[config.mk]
export PLATFORM = sky130hd
export DESIGN_NAME = sfa_fault_unit
export DESIGN_NICKNAME = d
export VERILOG_FILES = /design/src/sfa_pkg.sv /design/src/sfa_sync_if.sv /design/src/sfa_fault_unit.sv /design/src/sfa_sync3.sv
export SDC_FILE = /design/constraint.sdc
export NUM_CORES = 1
export LEC_CHECK = 0
export ABC_AREA = 1
export BUFFER_PORTS_ARGS = -buffer_cell sky130_fd_sc_hd__buf_2
export CAP_MARGIN = 20
export CORE_ASPECT_RATIO = 1.25
export CORE_MARGIN = 3
export CORE_UTILIZATION = 31
export CTS_CLUSTER_SIZE = 20
export DETAILED_ROUTE_END_ITERATION = 12
export GPL_TIMING_DRIVEN = 0
export PLACE_DENSITY = 0.61
export RECOVER_POWER = 100
export SLEW_MARGIN = 20
export SYNTH_ARGS = -nofsm -noshare
export SYNTH_HDL_FRONTEND = slang
export SYNTH_SLANG_ARGS = --single-unit
export TNS_END_PERCENT = 10
[constraint.sdc]
create_clock -name sys_clk -period 5 [get_ports sys_clk]
set_input_delay 0.5 -clock sys_clk [delete_from_list [all_inputs] [get_ports sys_clk]]
set_output_delay 0.5 -clock sys_clk [all_outputs]
set_load 0.02 [all_outputs]
[src/sfa_pkg.sv]
// constants for the servo fault alarm unit
// assumes one 200 MHz clock and an APB master
package sfa_pkg;
   // ****************************************
   // register offsets
   // ****************************************
   localparam logic [7:0] REG_CTRL = 8'h00;
   localparam logic [7:0] REG_AIN1 = 8'h04;
   localparam logic [7:0] REG_AIN2 = 8'h08;
   localparam logic [7:0] REG_AIN3 = 8'h0c;
   localparam logic [7:0] REG_STATUS = 8'h10;
   localparam logic [7:0] REG_IRQ_STAT = 8'h14;
   localparam logic [7:0] REG_IRQ_MASK = 8'h18;
   // ****************************************
   // fields and reset values
   // ****************************************
   localparam int CTRL_OT_LSB = 0;
   localparam int CTRL_ABS_LSB = 4;
   localparam int STAT_SUB_LSB = 0;
   localparam int STAT_MAIN_LSB = 8;
   localparam int STAT_ACT_BIT = 16;
   localparam int IRQ_RAISE_BIT = 0;
   localparam int IRQ_CLEAR_BIT = 1;
   localparam logic [1:0] OT_RST = 2'h1;
   localparam logic [1:0] ABS_RST = 2'h0;
   localparam logic [15:0] AIN_LIMIT_RST = 16'h0000;
   localparam logic [1:0] IRQ_MASK_RST = 2'h0;
   // ****************************************
   // settings and codes
   // ****************************************
   localparam logic [1:0] OT_BOTH = 2'h0;
   localparam logic [1:0] OT_EITHER = 2'h2;
   localparam logic [1:0] ABS_IGNORE_OVF = 2'h2;
   localparam logic [7:0] FC_EEP_PARAM = 8'd36;
   localparam logic [7:0] FC_EEP_CHECK = 8'd37;
   localparam logic [7:0] FC_OVERTRAVEL = 8'd38;
   localparam logic [7:0] FC_AIN_OVER = 8'd39;
   localparam logic [7:0] FC_ABS_DOWN = 8'd40;
   localparam logic [7:0] FC_ABS_OVF = 8'd41;
   localparam logic [7:0] FC_ABS_OVSPD = 8'd42;
   localparam logic [7:0] FC_ENC_INIT = 8'd43;
   localparam logic [7:0] FC_SINGLE_CNT = 8'd44;
   localparam logic [7:0] FC_MULTI_CNT = 8'd45;
   localparam logic [7:0] FC_START_SPD = 8'd47;
   localparam logic [7:0] FC_INDEX_MISS = 8'd48;
   localparam logic [3:0] SUB_0 = 4'h0;
   localparam logic [3:0] SUB_1 = 4'h1;
   localparam logic [3:0] SUB_2 = 4'h2;
endpackage

[src/sfa_sync_if.sv]
// carrier between pin synchroniser and fault logic
// assumes both ends on sys_clk
`timescale 1ns/1ps
interface sfa_sync_if #(parameter int W = 1);
   logic [W-1:0] raw;
   logic [W-1:0] clean;
   modport sync (input raw, output clean);
   modport user (output raw, input clean);
endinterface

[src/sfa_fault_unit.sv]
// servo fault detector, code latch and alarm status over APB
// assumes encoder/EEPROM/ADC flags on sys_clk, pins asynchronous
//
// The address map and the APB register port are this design's own decisions.
`timescale 1ns/1ps
module sfa_fault_unit #(
   parameter int AIN_W = 16
) (
   input wire logic sys_clk,
   input wire logic sys_rst,
   input wire logic psel,
   input wire logic penable,
   input wire logic pwrite,
   input wire logic [7:0] paddr,
   input wire logic [31:0] pwdata,
   output logic [31:0] prdata,
   output logic pready,
   output logic pslverr,
   input wire logic pos_limit_in,
   input wire logic neg_limit_in,
   input wire logic alarm_clear_in,
   input wire logic eepDone,
   input wire logic eepParamBad,
   input wire logic eepCheckBad,
   input wire logic [1:0] eepSub,
   input wire logic [AIN_W-1:0] ain1Val,
   input wire logic [AIN_W-1:0] ain2Val,
   input wire logic [AIN_W-1:0] ain3Val,
   input wire logic encBackupLow,
   input wire logic encMultiOver,
   input wire logic encBattOverspeed,
   input wire logic encInitFail,
   input wire logic encSingleErr,
   input wire logic encMultiErr,
   input wire logic encStartOverspeed,
   input wire logic encIndexMissing,
   input wire logic encResetDone,
   output logic faultActive,
   output logic [7:0] faultMain,
   output logic [3:0] faultSub,
   output logic irq
);
   initial begin
      if (AIN_W < 1 || AIN_W > 16) $error("AIN_W must be 1 to 16");
   end

   // ****************************************
   // pin synchronisers
   // ****************************************
   sfa_sync_if #(.W(3)) pinIf ();
   assign pinIf.raw = {alarm_clear_in, neg_limit_in, pos_limit_in};

   sfa_sync3 #(.W(3)) pinSync (
      .sys_clk(sys_clk),
      .sys_rst(sys_rst),
      .port(pinIf.sync)
   );

   logic posLim;
   logic negLim;
   logic clrLvl;
   logic clrPrev_q;
   logic clrRise;
   assign posLim = pinIf.clean[0];
   assign negLim = pinIf.clean[1];
   assign clrLvl = pinIf.clean[2];
   assign clrRise = clrLvl & ~clrPrev_q;

   always_ff @(posedge sys_clk) begin
      if (sys_rst) clrPrev_q <= 1'b0;
      else clrPrev_q <= clrLvl;
   end

   // ****************************************
   // registers
   // ****************************************
   logic [1:0] otCfg_q;
   logic [1:0] absCfg_q;
   logic [15:0] ain1Limit_q;
   logic [15:0] ain2Limit_q;
   logic [15:0] ain3Limit_q;
   logic [1:0] irqStat_q;
   logic [1:0] irqStat_d;
   logic [1:0] irqMask_q;
   logic active_q;
   logic [7:0] main_q;
   logic [3:0] sub_q;
   logic irq_q;
   logic [31:0] prdata_q;
   logic pready_q;
   logic pslverr_q;

   logic setup;
   logic wrDone;
   logic mapped;
   assign setup = psel & penable & ~pready_q;
   assign wrDone = psel & penable & pready_q & pwrite;
   assign mapped = (paddr == sfa_pkg::REG_CTRL) || (paddr == sfa_pkg::REG_AIN1) ||
                   (paddr == sfa_pkg::REG_AIN2) || (paddr == sfa_pkg::REG_AIN3) ||
                   (paddr == sfa_pkg::REG_STATUS) || (paddr == sfa_pkg::REG_IRQ_STAT) ||
                   (paddr == sfa_pkg::REG_IRQ_MASK);

   // ****************************************
   // apb answer, one wait state
   // ****************************************
   always_ff @(posedge sys_clk) begin
      if (sys_rst) begin
         pready_q <= 1'b0;
         pslverr_q <= 1'b0;
         prdata_q <= 32'h0;
      end else if (setup) begin
         pready_q <= 1'b1;
         pslverr_q <= ~mapped;
         prdata_q <= 32'h0;
         if (!pwrite) begin
            case (paddr)
               sfa_pkg::REG_CTRL: begin
                  prdata_q[sfa_pkg::CTRL_OT_LSB +: 2] <= otCfg_q;
                  prdata_q[sfa_pkg::CTRL_ABS_LSB +: 2] <= absCfg_q;
               end
               sfa_pkg::REG_AIN1: prdata_q[15:0] <= ain1Limit_q;
               sfa_pkg::REG_AIN2: prdata_q[15:0] <= ain2Limit_q;
               sfa_pkg::REG_AIN3: prdata_q[15:0] <= ain3Limit_q;
               sfa_pkg::REG_STATUS: begin
                  prdata_q[sfa_pkg::STAT_SUB_LSB +: 4] <= sub_q;
                  prdata_q[sfa_pkg::STAT_MAIN_LSB +: 8] <= main_q;
                  prdata_q[sfa_pkg::STAT_ACT_BIT] <= active_q;
               end
               sfa_pkg::REG_IRQ_STAT: prdata_q[1:0] <= irqStat_q;
               sfa_pkg::REG_IRQ_MASK: prdata_q[1:0] <= irqMask_q;
               default: prdata_q <= 32'h0;
            endcase
         end
      end else begin
         pready_q <= 1'b0;
         pslverr_q <= 1'b0;
      end
   end

   always_ff @(posedge sys_clk) begin
      if (sys_rst) begin
         otCfg_q <= sfa_pkg::OT_RST;
         absCfg_q <= sfa_pkg::ABS_RST;
         ain1Limit_q <= sfa_pkg::AIN_LIMIT_RST;
         ain2Limit_q <= sfa_pkg::AIN_LIMIT_RST;
         ain3Limit_q <= sfa_pkg::AIN_LIMIT_RST;
         irqMask_q <= sfa_pkg::IRQ_MASK_RST;
      end else if (wrDone) begin
         case (paddr)
            sfa_pkg::REG_CTRL: begin
               otCfg_q <= pwdata[sfa_pkg::CTRL_OT_LSB +: 2];
               absCfg_q <= pwdata[sfa_pkg::CTRL_ABS_LSB +: 2];
            end
            sfa_pkg::REG_AIN1: ain1Limit_q <= pwdata[15:0];
            sfa_pkg::REG_AIN2: ain2Limit_q <= pwdata[15:0];
            sfa_pkg::REG_AIN3: ain3Limit_q <= pwdata[15:0];
            sfa_pkg::REG_IRQ_MASK: irqMask_q <= pwdata[1:0];
            default: ;
         endcase
      end
   end

   // ****************************************
   // fault causes
   // ****************************************
   logic [15:0] ain1Ext;
   logic [15:0] ain2Ext;
   logic [15:0] ain3Ext;
   logic [2:0] ainOver;
   logic otHit;
   assign ain1Ext = 16'(ain1Val);
   assign ain2Ext = 16'(ain2Val);
   assign ain3Ext = 16'(ain3Val);
   // zero limit switches the check off
   assign ainOver[0] = (ain1Limit_q != 16'h0) && (ain1Ext > ain1Limit_q);
   assign ainOver[1] = (ain2Limit_q != 16'h0) && (ain2Ext > ain2Limit_q);
   assign ainOver[2] = (ain3Limit_q != 16'h0) && (ain3Ext > ain3Limit_q);
   assign otHit = ((otCfg_q == sfa_pkg::OT_BOTH) && posLim && negLim) ||
                  ((otCfg_q == sfa_pkg::OT_EITHER) && (posLim || negLim));

   logic detHit;
   logic [7:0] detMain;
   logic [3:0] detSub;

   // lowest code wins when causes coincide
   always_comb begin
      detHit = 1'b1;
      detSub = sfa_pkg::SUB_0;
      detMain = 8'h0;
      if (eepDone && eepParamBad) begin
         detMain = sfa_pkg::FC_EEP_PARAM;
         detSub = {2'h0, eepSub};
      end else if (eepDone && eepCheckBad) begin
         detMain = sfa_pkg::FC_EEP_CHECK;
         detSub = {2'h0, eepSub};
      end else if (otHit) begin
         detMain = sfa_pkg::FC_OVERTRAVEL;
      end else if (|ainOver) begin
         detMain = sfa_pkg::FC_AIN_OVER;
         detSub = ainOver[0] ? sfa_pkg::SUB_0 : (ainOver[1] ? sfa_pkg::SUB_1 : sfa_pkg::SUB_2);
      end else if (encBackupLow) begin
         detMain = sfa_pkg::FC_ABS_DOWN;
      end else if (encMultiOver && absCfg_q != sfa_pkg::ABS_IGNORE_OVF) begin
         detMain = sfa_pkg::FC_ABS_OVF;
      end else if (encBattOverspeed) begin
         detMain = sfa_pkg::FC_ABS_OVSPD;
      end else if (encInitFail) begin
         detMain = sfa_pkg::FC_ENC_INIT;
      end else if (encSingleErr) begin
         detMain = sfa_pkg::FC_SINGLE_CNT;
      end else if (encMultiErr) begin
         detMain = sfa_pkg::FC_MULTI_CNT;
      end else if (encStartOverspeed) begin
         detMain = sfa_pkg::FC_START_SPD;
      end else if (encIndexMissing) begin
         detMain = sfa_pkg::FC_INDEX_MISS;
      end else begin
         detHit = 1'b0;
      end
   end

   // ****************************************
   // fault latch and clear
   // ****************************************
   logic clearOk;
   logic raiseEv;
   always_comb begin
      case (main_q)
         sfa_pkg::FC_AIN_OVER: clearOk = clrRise && !(|ainOver);
         sfa_pkg::FC_ABS_DOWN, sfa_pkg::FC_ABS_OVSPD: clearOk = encResetDone;
         default: clearOk = 1'b0;
      endcase
   end
   assign raiseEv = ~active_q & detHit;

   always_ff @(posedge sys_clk) begin
      if (sys_rst) begin
         active_q <= 1'b0;
         main_q <= 8'h0;
         sub_q <= 4'h0;
      end else if (raiseEv) begin
         active_q <= 1'b1;
         main_q <= detMain;
         sub_q <= detSub;
      end else if (active_q && clearOk) begin
         active_q <= 1'b0;
         main_q <= 8'h0;
         sub_q <= 4'h0;
      end
   end

   // ****************************************
   // interrupt status, set wins over clear
   // ****************************************
   logic [1:0] irqEv;
   logic [1:0] w1c;
   assign irqEv = {active_q & clearOk, raiseEv};
   assign w1c = (wrDone && paddr == sfa_pkg::REG_IRQ_STAT) ? pwdata[1:0] : 2'h0;
   assign irqStat_d = (irqStat_q & ~w1c) | irqEv;

   always_ff @(posedge sys_clk) begin
      if (sys_rst) irqStat_q <= 2'h0;
      else irqStat_q <= irqStat_d;
   end

   always_ff @(posedge sys_clk) begin
      if (sys_rst) irq_q <= 1'b0;
      else irq_q <= |(irqStat_d & irqMask_q);
   end

   assign prdata = prdata_q;
   assign pready = pready_q;
   assign pslverr = pslverr_q;
   assign faultActive = active_q;
   assign faultMain = main_q;
   assign faultSub = sub_q;
   assign irq = irq_q;
endmodule

[src/sfa_sync3.sv]
// three-stage pin synchroniser with agreement filter
// assumes asynchronous pin levels on raw
`timescale 1ns/1ps
module sfa_sync3 #(
   parameter int W = 1
) (
   input wire logic sys_clk,
   input wire logic sys_rst,
   sfa_sync_if.sync port
);
   logic [W-1:0] s1_q;
   logic [W-1:0] s2_q;
   logic [W-1:0] s3_q;
   logic [W-1:0] clean_q;

   initial begin
      if (W < 1) $error("sfa_sync3 width must be positive");
   end

   // ****************************************
   // stages; output follows when 2 and 3 agree
   // ****************************************
   always_ff @(posedge sys_clk) begin
      if (sys_rst) begin
         s1_q <= '0;
         s2_q <= '0;
         s3_q <= '0;
      end else begin
         s1_q <= port.raw;
         s2_q <= s1_q;
         s3_q <= s2_q;
      end
   end

   always_ff @(posedge sys_clk) begin
      if (sys_rst) begin
         clean_q <= '0;
      end else begin
         for (int i = 0; i < W; i++) begin
            if (s2_q[i] == s3_q[i]) clean_q[i] <= s3_q[i];
         end
      end
   end

   assign port.clean = clean_q;
endmodule

Word level (Yosys, flattened, before mapping). Cells that the tools add are included.

Bits in registers: 117. Input bits: 110. Output and inout port bits: 48. Word-level logic and storage cells: 136.

$lt $le $gt $ge: 3. Eq/ne operators: 14. Multiplexer cells: 46. Bitwise gates (word level): 16. Reduce and logical (&&, ||, !) cells: 36.

Operators by type and width (count): 2-to-1 mux 6 bit (12); > comparator 16 bit (3); nonzero test 16 bit (3); case mux 8 bit (4 select lines) (1); == test 8 x 5 -> 1 bit (second input constant) (3); == test 8 x 6 -> 1 bit (second input constant) (3); 2-to-1 mux 17 bit (1); == test 8 x 4 -> 1 bit (second input constant) (2); 2-to-1 mux 1 bit (16); 2-to-1 mux 8 bit (2); case mux 2 bit (4 select lines) (2); 2-to-1 mux 2 bit (7); case mux 2 bit (7 select lines) (1); logical AND 1 bit (12); AND reduction 2 bit (5); == test 8 x 3 -> 1 bit (second input constant) (1); logical NOT 8 bit (1); logical OR 1 bit (8); 2-to-1 mux 4 bit (2); bitwise AND 1 bit (7); case mux 2 bit (3 select lines) (1); OR reduction 2 bit (3); inverter 1 bit (5); bitwise AND 2 bit (2); 10 further kinds (12).

Longest topological paths before layout.
Depth after elaboration: 16. Mapped depth: 19. Mapped depth without buffers: 19.

Cells and area by module. From an unflattened synthesis, not the netlist that was laid out.

Cell total of the unflattened synthesis: 770. Area, all modules: 5599.1 um^2.

Modules (own cells, without submodules): sfa_fault_unit (times used 1, cells each 729, area each 5211.2 um^2); sfa_sync3 (times used 1, cells each 41, area each 387.9 um^2).

Worst setup path after synthesis. OpenSTA, ideal clock, no wires.

Path kind: input to register. Start point: input ain1Val[7]. End point: register irq_q (netlist: irq). Library setup time: 112 ps. Arrival: 1809 ps. Required time: 4888 ps. Slack: 3078 ps. Cell stages on the path: 15. Path through: ha_1 nand2_1 nor2_1 nor3b_2 nand2_1 nand2_1 inv_2 nand2_4 nand2_2 inv_2 nand4_4 nand2_4 a21oi_2 nand2_1 nand2_1.

Cells in the longest elaborated chain, start to end: 11. Elaborated cells on any way between the ends: 15.

RTL lines: from (decl) (RTL line sfa_fault_unit.sv:26) `input wire logic [AIN_W-1:0] ain1Val,`; > comparator 16 bit * (RTL line sfa_fault_unit.sv:175) `assign ainOver[0] = (ain1Limit_q != 16'h0) && (ain1Ext > ain1Limit_q);`; logical AND 1 bit * (RTL line sfa_fault_unit.sv:175); OR reduction 3 bit * (RTL line sfa_fault_unit.sv:198, sfa_fault_unit.sv:229); 2-to-1 mux 1 bit (RTL line sfa_fault_unit.sv:198) `end else if (|ainOver) begin`; 2-to-1 mux 1 bit (RTL line sfa_fault_unit.sv:196) `end else if (otHit) begin`; 2-to-1 mux 1 bit (RTL line sfa_fault_unit.sv:193) `end else if (eepDone && eepCheckBad) begin`; 2-to-1 mux 1 bit (RTL line sfa_fault_unit.sv:190) `if (eepDone && eepParamBad) begin`; bitwise AND 1 bit (RTL line sfa_fault_unit.sv:234) `assign raiseEv = ~active_q & detHit;`; OR 2 bit * (RTL line sfa_fault_unit.sv:259) `assign irqStat_d = (irqStat_q & ~w1c) | irqEv;`; bitwise AND 2 bit * (RTL line sfa_fault_unit.sv:268) `else irq_q <= |(irqStat_d & irqMask_q);`; OR reduction 2 bit * (RTL line sfa_fault_unit.sv:268); to (signal assigned) (RTL line sfa_fault_unit.sv:268); to (decl) (RTL line sfa_fault_unit.sv:88) `logic irq_q;`.

Every way passes the cells marked *; elsewhere a longest branch is shown, timed or not. A chain may end at the register's enable or synchronous reset.

Final worst setup path.
Start point: register ain2Limit_q[11]. End point: register irq_q (netlist: irq).

Cells in the longest elaborated chain, start to end: 11. Elaborated cells on any way between the ends: 16.

RTL lines: from (decl) (RTL line sfa_fault_unit.sv:80) `logic [15:0] ain2Limit_q;`; from (signal assigned) (RTL line sfa_fault_unit.sv:145) `ain2Limit_q <= sfa_pkg::AIN_LIMIT_RST;`; from (signal assigned) (RTL line sfa_fault_unit.sv:155) `sfa_pkg::REG_AIN2: ain2Limit_q <= pwdata[15:0];`; > comparator 16 bit or nonzero test 16 bit (tied branches) (RTL line sfa_fault_unit.sv:176) `assign ainOver[1] = (ain2Limit_q != 16'h0) && (ain2Ext > ain2Limit_q);`; logical AND 1 bit * (RTL line sfa_fault_unit.sv:176); OR reduction 3 bit * (RTL line sfa_fault_unit.sv:198, sfa_fault_unit.sv:229); 2-to-1 mux 1 bit (RTL line sfa_fault_unit.sv:198); 2-to-1 mux 1 bit (RTL line sfa_fault_unit.sv:196); 2-to-1 mux 1 bit (RTL line sfa_fault_unit.sv:193); 2-to-1 mux 1 bit (RTL line sfa_fault_unit.sv:190); bitwise AND 1 bit (RTL line sfa_fault_unit.sv:234); OR 2 bit * (RTL line sfa_fault_unit.sv:259); bitwise AND 2 bit * (RTL line sfa_fault_unit.sv:268); OR reduction 2 bit * (RTL line sfa_fault_unit.sv:268).

Marked as above.

==> results.toml <==
[run_status]
status = "completed"

[route]
first_pass_iters = 5
avgViaCountPerCell = 4.80
wl_um = 18200
antenna_left = 0
drt_iter0_drc = 293
drc_errors = 0
vias = 5558
wl_per_cell_um = 15.7

[power_and_ir_drop]
max-vdd-ir-drop_uv = 135
p_clk_frac = 0.431
powerDensity_nw_per_um2 = 251
switching_share = 0.249
seqPwrFrac = 0.458
leakagePower_nw = 3.00
switchingPower_mw = 0.431
pwr-share-comb = 0.111
internal_power_mw = 1.30

[sta]
clock_skew_ns = 0.00880
setup_slack_ns = 2.49
holdWs_ns = 0.349
relSlewSlack = 0.517
fin_crit_ns = 2.51
grt_setup_unrepaired = "no"
slew_viol_final = 0
setup_viol = 0
max_freq_mhz = 398
worst_pin_slew_ns = 0.724
fin_crit_sh = 0.503
fin_setup_tns_ns = 0
hold_violations = 0

[setup_path]
worstPathArrival_ns = 2.75
worstSetupStartpointType = "flip-flop"
worstSetupPathType = "reg -> reg"
cp-end-kind = "flip-flop"
cp_max_fo = 9
required_ns = 5.23

[floorplanning]
start_util = 0.319
fp.dieW_um = 129
coreArea_um2 = 18200
rows = 55
boundaryPins = 158
die_area_um2 = 20400
die_y_um = 159

[placed_design]
dp_slack_ns = 2.60
io_buffers = 121
gp_congestion = 0.875
hpwl_um = 14900

[synthesis]
synthArstFlopShare = 0
synth_seq_area_share = 0.337
synth_edf_count = 0
syn_avg_cell_area_um2 = 7.48
syn-cell-area_um2 = 5820
ys.flop_type = "dfxtp_1"
syn_inst = 777
yosys_warnings = 0
ys_types = 49
ys_ff_latch = 98

[cells_and_area]
nets = 1085
final_common_cell = "nand2_1"
antennaDiodeCount = 0
final_cell_mix = "135 x nand2_1, 111 x inv_1, 98 x dfxtp_1"
layout-drive-gt1-share = 0.177
area_growth_pct = 18.5
fin_util = 0.378

[clock_tree]
cts_setup_buffers = 0
cts_resized = 0
clkSlewWorstSetupHoldPaths_ns = 0.07
clk_latency_ns = 0.35
ctsHtreeMaxLevel = 3
numCtsBuffers = 9
cts-root-buf = "clkbuf_16"
cts_tree = "done"
clkSinkCount = 98
clockBufferDepth = 2
postCtsHoldBufs = 0

[global_routing]
grt_overflow = 0
grt_pass1_vias = 5400
antenna_found_initial = 0
grt_start_max_net_pins = 17
grt_usage = 0.175
grt_pass1_wl_um = 28300

[job]
cap_violations = 0

[hold_path]
holdCritPathClass = "in -> reg"
cell families after synthesis:
| family | count (synthesis) | synth area share |
|---|---|---|
| flip-flops | 98 | 0.337 |
| buffers and inverters | 160 | 0.125 |
| other | 1 | 0.000645 |
| AO/OA/AOI/OAI | 197 | 0.206 |
| adder cells (fa/ha/maj) | 48 | 0.103 |
| AND/OR/NAND/NOR | 273 | 0.227 |
cells in the mapped netlist (all sizes together), types with 3 or more instances:
library cell,count,area (µm²)
a211oi,17,198
a21oi,90,469
buf,34,255
clkbuf,9,33.8
dfxtp,98,1960
ha,48,601
inv,115,432
nand2,140,578
nand3,27,155
nand4,18,128
nor2,73,325
nor3,9,86.3
o2111ai,6,52.6
o211ai,4,30.0
o21a,3,22.5
o21ai,60,300
o221ai,3,26.3
o22ai,6,37.5
o31ai,3,22.5
flip-flops by register name, indices dropped and copies added (netlist names):
name / cells
absCfg_q: 2
ain1Limit_q: 16
ain2Limit_q: 16
ain3Limit_q: 16
clrPrev_q: 1
faultActive: 1
faultMain: 6
faultSub: 2
irq: 1
irqMask_q: 2
irqStat_q: 2
otCfg_q: 2
pinSync.port.clean: 3
pinSync.s1_q: 3
pinSync.s2_q: 3
pinSync.s3_q: 3
prdata: 17
pready: 1
pslverr: 1
per-layer routing:
layer | part of all wire | global-route usage | vias to the layer above | wire length [µm]
met3 | 0.072 | 0.0346 | 30 | 1310
met4 | 0.025 | 0.0497 | 0 | 458
li1 | - | - | 2852 | -
met2 | 0.48 | 0.293 | 209 | 8650
met1 | 0.43 | 0.228 | 2467 | 7780
met5 | 0 | 0 | - | 0
power groups by stage:
stage               Clock (mW)  Combinational, mW  Sequential [mW]
floorplan                    0              0.116            0.816
global placement             0              0.195            0.813
detailed placement           0              0.198            0.813
CTS                      0.758              0.199            0.795
global route             0.785              0.217            0.795
finish                   0.746              0.192            0.794
worst max-delay path, cell delays in order, from the launching register on:
cell and delay (ns):
dfxtp_1 0.37, inv_1 0.08, ha_1 0.30, a21oi_1 0.14, o21ai_0 0.13, a21oi_1 0.18
nand2_1 0.07, nand2_1 0.24, nand2_1 0.12, inv_1 0.13, nand4_4 0.08, nand2_1 0.27
a21oi_1 0.13, nand2_1 0.09, nand2_1 0.07
worst paths after layout:
kind / from / to / slack (ns) / depth (start not counted)
max: ain2Limit_q[11]$_SDFFE_PP0P_ / irq$_SDFF_PP0_ / 2.49 / 14
min: alarm_clear_in / pinSync.s1_q[2]$_SDFF_PP0_ / 0.35 / 3
max reg2reg: ain2Limit_q[11]$_SDFFE_PP0P_ / irq$_SDFF_PP0_ / 2.49 / 14
min reg2reg: pinSync.s1_q[1]$_SDFF_PP0_ / pinSync.s2_q[1]$_SDFF_PP0_ / 0.40 / 2
per-stage QoR:
stage	cell area [µm²]	instances	power, mW
floorplan	5880	795	0.932
global placement	6770	1144	1.01
detailed placement	6770	1144	1.01
CTS	7090	1159	1.75
global route	6890	1159	1.80
finish	6890	1159	1.73
cell type report:
| class | count | area [µm²] |
|---|---|---|
| inverter | 117 | 440 |
| tap | 228 | 285 |
| fill | 1959 | 11300 |
| timing repair buffer | 121 | 569 |
| buffer | 43 | 258 |
| clock buffer | 9 | 225 |
| sequential | 98 | 1960 |
| clock inverter | 6 | 91.3 |
| multi-input combinational | 537 | 3060 |
No activity file was read; power rests on OpenSTA's default activity.
